[config.mk]
export PLATFORM = sky130hd
export DESIGN_NAME = srp_stop_recovery
export DESIGN_NICKNAME = d
export VERILOG_FILES = /design/src/logic/srp_pkg.sv /design/src/logic/srp_stop_recovery.sv
export SDC_FILE = /design/constraint.sdc
export NUM_CORES = 1
export LEC_CHECK = 0
export BUFFER_PORTS_ARGS = -buffer_cell sky130_fd_sc_hd__buf_4
export CORE_MARGIN = 5
export CORE_UTILIZATION = 43
export DETAILED_ROUTE_END_ITERATION = 10
export PLACE_DENSITY = 0.76
export SYNTH_ARGS = -nofsm -noshare
export SYNTH_HDL_FRONTEND = slang
export SYNTH_SLANG_ARGS = --single-unit
[constraint.sdc]
create_clock -name ref_clk -period 1.45 [get_ports ref_clk]
set_input_delay 0.145 -clock ref_clk [delete_from_list [all_inputs] [get_ports ref_clk]]
set_output_delay 0.145 -clock ref_clk [all_outputs]
set_load 0.01 [all_outputs]
[src/logic/srp_pkg.sv]
// Package of constants for the stop recovery power control block
package srp_pkg;
    localparam logic [11:0] SRP_ADDR_POWER_CONTROL  = 12'hF80;
    localparam logic [11:0] SRP_ADDR_STATUS         = 12'hF81;
    localparam logic [7:0]  SRP_POWER_CONTROL_RESET = 8'h88;
    localparam logic [7:0]  SRP_POWER_CONTROL_MASK  = 8'hFF;
    localparam int          SRP_BIT_BOD_DISABLE     = 4;
    localparam int          SRP_BIT_COMP_DISABLE    = 1;
    localparam int          SRP_BIT_STS_STOPPED     = 0;
    localparam int          SRP_BIT_STS_HOLD        = 1;
    localparam int          SRP_BIT_STS_RECOVERED   = 2;
    localparam int          SRP_BIT_STS_BOD_ON      = 3;
    localparam int          SRP_BIT_STS_COMP_ON     = 4;
    // Hold counts in oscillator cycles
    localparam int          SRP_HOLD_CYC_NO_XTAL    = 66;
    localparam int          SRP_HOLD_CYC_XTAL       = 5000;
    localparam int          SRP_CNT_W               = 13;
    typedef enum logic [2:0] {
        SRP_RUN     = 3'b001,
        SRP_STOPPED = 3'b010,
        SRP_HOLD    = 3'b100
    } srp_state_e;
endpackage : srp_pkg

[src/logic/srp_stop_recovery.sv]
// Stop state entry, recovery reset hold and power control register
`timescale 1ns/1ps
//
// Contract
// - Executing the stop instruction puts the device into the stop state.
// - Recovery holds processor reset 66 cycles without crystal, 5000 with crystal.
// - Recovery changes only reset cause and oscillator control registers.
// - After recovery the internal oscillator is enabled and chosen as clock.
// - Power control register resets only on power-on reset.
// - Bit 4 disables the brown-out detector unless the always-on option is set.
// - In stop state the detector is off whenever always-on option is clear.
// - Bit 1 set disables the comparator; clear enables it.
module srp_stop_recovery
    import srp_pkg::*;
#(
    parameter int HOLD_CYC_XTAL = SRP_HOLD_CYC_XTAL
) (
    // Clock and resets
    input  wire logic        ref_clk,
    input  wire logic        reset_n,
    input  wire logic        por_n,
    // Processor side
    input  wire logic        stop_exec,
    input  wire logic        wake_event,
    input  wire logic        xtal_enabled,
    output logic             cpu_reset_hold,
    output logic             stop_mode,
    // Recovery side effects on neighbour registers
    output logic             recovery_done,
    output logic             osc_force_ipo,
    // Option and analog controls
    input  wire logic        brownout_always_on_option,
    output logic             brownout_detector_enable,
    output logic             comparator_enable,
    // Register port
    input  wire logic [11:0] reg_addr,
    input  wire logic [7:0]  reg_wdata,
    input  wire logic        reg_write,
    input  wire logic        reg_read,
    output logic [7:0]       reg_rdata
);
    localparam logic [SRP_CNT_W-1:0] TC_NO_XTAL = SRP_CNT_W'(SRP_HOLD_CYC_NO_XTAL - 1);
    localparam logic [SRP_CNT_W-1:0] TC_XTAL    = SRP_CNT_W'(HOLD_CYC_XTAL - 1);

    srp_state_e           state;
    srp_state_e           next_state;
    logic [SRP_CNT_W-1:0] hold_cnt;
    logic [SRP_CNT_W-1:0] hold_tc;
    logic [7:0]           power_control_register;
    logic                 bod_ok;

    // Oscillator clock is the system clock here
    always_comb begin
        next_state = state;
        unique case (state)
            SRP_RUN:     if (stop_exec) next_state = SRP_STOPPED;
            SRP_STOPPED: if (wake_event) next_state = SRP_HOLD;
            SRP_HOLD:    if (hold_cnt == hold_tc) next_state = SRP_RUN;
            default:     next_state = SRP_RUN;
        endcase
    end

    always_ff @(posedge ref_clk) begin
        if (!reset_n) begin
            state <= SRP_RUN;
        end else begin
            state <= next_state;
        end
    end

    // Terminal count latched at wake from the crystal state
    always_ff @(posedge ref_clk) begin
        if (!reset_n) begin
            hold_cnt <= '0;
            hold_tc  <= TC_NO_XTAL;
        end else if (state == SRP_STOPPED) begin
            hold_cnt <= '0;
            hold_tc  <= xtal_enabled ? TC_XTAL : TC_NO_XTAL;
        end else if (state == SRP_HOLD) begin
            hold_cnt <= hold_cnt + SRP_CNT_W'(1);
        end
    end

    assign cpu_reset_hold = (state == SRP_HOLD);
    assign stop_mode      = (state == SRP_STOPPED);

    // Pulse at end of hold; only reset-cause and oscillator registers consume it
    always_ff @(posedge ref_clk) begin
        if (!reset_n) begin
            recovery_done <= 1'b0;
            osc_force_ipo <= 1'b0;
        end else begin
            recovery_done <= (state == SRP_HOLD) && (next_state == SRP_RUN);
            osc_force_ipo <= (state == SRP_HOLD) && (next_state == SRP_RUN);
        end
    end

    // Only power-on reset loads SRP_POWER_CONTROL_RESET (8'h88) into this register; writes load reg_wdata
    always_ff @(posedge ref_clk) begin
        if (!por_n) begin
            power_control_register <= SRP_POWER_CONTROL_RESET;
        end else if (reg_write && reg_addr == SRP_ADDR_POWER_CONTROL) begin
            power_control_register <= reg_wdata & SRP_POWER_CONTROL_MASK;
        end
    end

    always_comb begin
        if (brownout_always_on_option) begin
            bod_ok = 1'b1;
        end else if (state == SRP_STOPPED) begin
            bod_ok = 1'b0;
        end else begin
            bod_ok = !power_control_register[SRP_BIT_BOD_DISABLE];
        end
    end

    assign brownout_detector_enable = bod_ok;
    assign comparator_enable = !power_control_register[SRP_BIT_COMP_DISABLE];

    always_ff @(posedge ref_clk) begin
        if (!reset_n) begin
            reg_rdata <= 8'h00;
        end else if (reg_read) begin
            unique case (reg_addr)
                SRP_ADDR_POWER_CONTROL: reg_rdata <= power_control_register;
                SRP_ADDR_STATUS: begin
                    reg_rdata <= 8'h00;
                    reg_rdata[SRP_BIT_STS_STOPPED]   <= stop_mode;
                    reg_rdata[SRP_BIT_STS_HOLD]      <= cpu_reset_hold;
                    reg_rdata[SRP_BIT_STS_RECOVERED] <= recovery_done;
                    reg_rdata[SRP_BIT_STS_BOD_ON]    <= bod_ok;
                    reg_rdata[SRP_BIT_STS_COMP_ON]   <= comparator_enable;
                end
                default: reg_rdata <= 8'h00;
            endcase
        end else begin
            reg_rdata <= 8'h00;
        end
    end
endmodule : srp_stop_recovery

==> tab_implementation.tex <==
\begin{tabular}{lr}
\hline
Metric & Value \\
\hline
\multicolumn{2}{l}{\textbf{Cells and area}} \\
\quad \# nets final & 252 \\
\quad Layout area overhead & 37.7\% \\
\quad Most used cells in the layout excluding fill and tap cells & sky130\_fd\_sc\_hd\_\_buf\_4, sky130\_fd\_sc\_hd\_\_dfxtp\_1, sky130\_fd\_sc\_hd\_\_nor2\_1, sky130\_fd\_sc\_hd\_\_nand2\_1, sky130\_fd\_sc\_hd\_\_nand3\_1 \\
\quad Filler cell count & approximately 290 \\
\quad Share of the core filled with cells in the final layout & roughly three fifths \\
\quad Layout cells sized above 1 & roughly a third \\
\quad Post-route standard cell area excluding fillers & 2030 µm² \\
\quad Cell Count, Final, Fillers Out & roughly 270 \\
\quad Leading cell type in the layout, fill and taps excluded & sky130\_fd\_sc\_hd\_\_buf\_4 \\
\quad Antenna cells & 0 \\
\multicolumn{2}{l}{\textbf{Floorplan}} \\
\quad Die Y-Extent & 68.6 µm \\
\quad Number of placement rows & 21 \\
\quad Core Box Area & approximately 3300 µm² \\
\quad Initial Utilization & between 40 and 50\% \\
\quad I/O pins & 43 \\
\quad Floorplan die area & about 4700 µm² \\
\quad Die Span X & 68.6 µm \\
\multicolumn{2}{l}{\textbf{Run status}} \\
\quad Result of the run & complete, but fails checks \\
\quad Violated checks & negative setup slack \\
\multicolumn{2}{l}{\textbf{Clocking}} \\
\quad TritonCTS buffer count & 5 \\
\quad Clock latency at the later pin of the worst-skew pair & 0.33 ns \\
\quad CTS hold repair buffers & 0 \\
\quad Clock input transition at the sequential cells of the worst setup and hold paths & 0.09 ns \\
\quad Clock net sink count & 35 \\
\quad Clock root buffer & sky130\_fd\_sc\_hd\_\_clkbuf\_4 \\
\quad TritonCTS clock tree & built \\
\quad Number of levels the H-tree was split into & 2 \\
\quad Clock Path Buffers & 2 \\
\multicolumn{2}{l}{\textbf{Timing}} \\
\quad Worst setup slack after layout & -0.00433 ns \\
\quad Max-slew violation count & 0 \\
\quad Unrepaired setup endpoints after global routing & true \\
\quad Final hold viol count & 0 \\
\quad Setup skew after layout & 0.00646 ns \\
\quad Slew margin rel. & between 70\% and 80\% \\
\quad Peak Freq & 0.688 GHz \\
\quad Min cycle time layout & 1.45 ns \\
\quad Actual transition at the worst max-transition pin & $\sim$0.34 ns \\
\quad Finish-stage setup viols & 1 \\
\quad Setup TNS & -0.00433 ns \\
\quad Final critical-path share of the clock period & 100\% \\
\multicolumn{2}{l}{\textbf{Placement}} \\
\quad Input/output buffers & 42 \\
\quad HPWL after DPL & 2440 µm \\
\quad Weighted congestion reported at the end of routability-driven placement & between 0.8 and 0.9 \\
\quad Number of cells after detailed placement & approximately 260 \\
\quad Cell area after placement & $\sim$1900 µm² \\
\multicolumn{2}{l}{\textbf{Critical path}} \\
\quad Worst-path cell chain & buf\_6 -> nor3b\_4 -> buf\_4 -> o21bai\_1 -> buf\_4 \\
\quad Crit path DAT & 1.31 ns \\
\quad Worst-path cell with the longest stage delay & sky130\_fd\_sc\_hd\_\_dfxtp\_2 \\
\quad Top cell by count, worst path & sky130\_fd\_sc\_hd\_\_buf\_4 \\
\quad CP Data Required Time & 1.31 ns \\
\quad Critical setup path kind & reg2out \\
\quad Peak per-stage delay on the critical path & roughly 0.34 ns \\
\quad Worst setup EP type & primary output \\
\quad Biggest fanout along the worst timing path & 4 \\
\quad Critical path launch point type & register \\
\multicolumn{2}{l}{\textbf{Route}} \\
\quad 1st-iter DRT viols & between 80 and 90 \\
\quad Routed wire per std cell & between 10 and 15 µm \\
\quad Post-DRT Antenna Nets & 0 \\
\quad Average via count per standard cell & roughly 4.9 \\
\quad Number of iterations in the first detailed-routing pass & 4 \\
\quad Total detailed-routing wirelength & between 3000 and 4000 µm \\
\quad DRC Markers & 0 \\
\quad Total vias in the final route & around 1300 \\
\multicolumn{2}{l}{\textbf{Yosys}} \\
\quad Post-synthesis area per instance & about 9 µm² \\
\quad Cell area after synthesis & $\sim$1500 µm² \\
\quad Top FF cell, synth & sky130\_fd\_sc\_hd\_\_dfxtp\_1 \\
\quad Number of enable-type register cells in the synthesized netlist & 0 \\
\quad Fraction of synthesis flops using an asynchronous set or reset pin & 0\% \\
\quad Synthesized instance count & roughly 160 \\
\quad Net count after synthesis & about 190 \\
\quad Total of flip-flops plus latches after synthesis & 35 \\
\quad Top cell type's share of synthesized area & approximately 47\% \\
\quad Number of synthesis warnings & 0 \\
\quad Dominant cells by area after synthesis & sky130\_fd\_sc\_hd\_\_dfxtp\_1, sky130\_fd\_sc\_hd\_\_mux2i\_1, sky130\_fd\_sc\_hd\_\_nor2\_1 \\
\quad Distinct cell type count after synthesis & 33 \\
\quad Cell type with the highest aggregate area in the netlist & sky130\_fd\_sc\_hd\_\_dfxtp\_1 \\
\quad Sequential fraction of the synthesis area & between 40\% and 50\% \\
\multicolumn{2}{l}{\textbf{Power}} \\
\quad Post-layout power & about 1.6 mW \\
\quad Maximum resistive drop on vdd & between 500 and 600 µV \\
\quad P per Cell Area & 798 nW/µm² \\
\quad Leakage dissipation & 0.899 nW \\
\multicolumn{2}{l}{\textbf{Global route}} \\
\quad Congestion Overflow GR & 0 \\
\quad Via count of the first global-routing pass & 1180 \\
\quad Number of antenna violations at the first check in global routing & 0 \\
\quad Overall global routing resource usage & 15.0\% \\
\quad First-pass GRT wire length & about 5200 µm \\
\quad Pin count of the biggest net entering global routing & 15 \\
\multicolumn{2}{l}{\textbf{Job}} \\
\quad Max-capacitance violation count & 0 \\
\multicolumn{2}{l}{\textbf{Worst hold path}} \\
\quad Path type of the worst min-delay path & in2reg \\
\hline
\end{tabular}
power breakdown:
group          leakage [nW]  total (mW)  switching, mW  internal [mW]
registers             0.285       0.975        0.00959          0.966
logic                 0.580       0.125         0.0460         0.0789
clock network        0.0341       0.524          0.300          0.224
total                 0.899        1.62          0.355           1.27
flip-flops by register name, summed over array words and instances (netlist names):
register	count
hold_cnt	13
power_control_register	8
reg_rdata	8
state	3
hold_tc	2
osc_force_ipo	1
cell usage after synthesis, types with 4 or more instances:
| master | n |
|---|---|
| sky130_fd_sc_hd__nand4_1 | 6 |
| sky130_fd_sc_hd__xor2_1 | 8 |
| sky130_fd_sc_hd__and3_1 | 6 |
| sky130_fd_sc_hd__and2_1 | 4 |
| sky130_fd_sc_hd__nand2_1 | 17 |
| sky130_fd_sc_hd__nand3_1 | 10 |
| sky130_fd_sc_hd__a21oi_1 | 6 |
| sky130_fd_sc_hd__nor2_1 | 20 |
| sky130_fd_sc_hd__mux2i_1 | 8 |
| sky130_fd_sc_hd__dfxtp_1 | 35 |
| sky130_fd_sc_hd__o21ai_0 | 11 |
critical path: cells and delay by family, from the launching register on:
family	cells	cell delay (ns)
AO/OA/AOI/OAI	1	0.07
AND/OR/NAND/NOR	1	0.17
flip-flops	1	0.34
buffers and inverters	3	0.41
layer usage:
layer	vias up	track usage (%)	wire, µm
li1	689	-	-
met3	4	4.05	311
met2	49	23.7	1470
met4	0	7.69	55
met1	578	18.6	1480
met5	-	0	0
repair_timing:
action | CTS | global route
hold endpoints to repair | 0 | 0
gates resized for setup | 6 | 10
setup buffers | 4 | 1
endpoints found under the setup margin | 3 | 12
pin swaps | 2 | 7
logic make-up (layout without fill, tap and decap cells):
| kind of cell | Yosys count | count (layout) | share of synthesized area (%) |
|---|---|---|---|
| flops | 35 | 35 | 47.4 |
| xor+xnor | 10 | 10 | 5.93 |
| mux | 8 | 8 | 5.42 |
| simple gates | 82 | 82 | 30.6 |
| compound gates | 20 | 20 | 7.28 |
| buf+inv | 8 | 66 | 2.54 |
| fa+ha+maj | 1 | 1 | 0.847 |
final timing paths:
| kind | slack [ns] | end | cells after the start | from |
|---|---|---|---|---|
| worst max-delay path | -0.004 | brownout_detector_enable | 5 | state[2]$_SDFF_PN0_ |
| worst min-delay path | 0.03 | power_control_register[7]$_SDFFE_PN1P_ | 3 | reg_wdata[7] |
| worst max register to register | 0.04 | hold_cnt[9]$_SDFFE_PP0P_ | 5 | state[1]$_SDFF_PN0_ |
| worst min register to register | 0.46 | reg_rdata[7]$_SDFF_PN0_ | 1 | power_control_register[7]$_SDFFE_PN1P_ |
per-stage QoR:
step / setup slack, ns / hold slack (ns)
6_report: -0.00433 / 0.0263
3_3_place_gp: 0.118 / 0.361
2_1_floorplan: 0.0438 / 0.270
4_1_cts: -0.0265 / 0.0143
3_5_place_dp: 0.0865 / 0.362
5_1_grt: -0.0862 / 0.0141
area by class of cell:
type | count | area, µm² | area share, %
Clock inverter | 1 | 5.00 | 0.246
Clock buffer | 6 | 51.3 | 2.52
Tap cell | 46 | 57.6 | 2.83
Multi-Input combinational cell | 121 | 758 | 37.3
Sequential cell | 35 | 712 | 35.0
Timing Repair Buffer | 58 | 447 | 22.0
Inverter | 1 | 3.75 | 0.185
(Power assumes the default switching activity.)
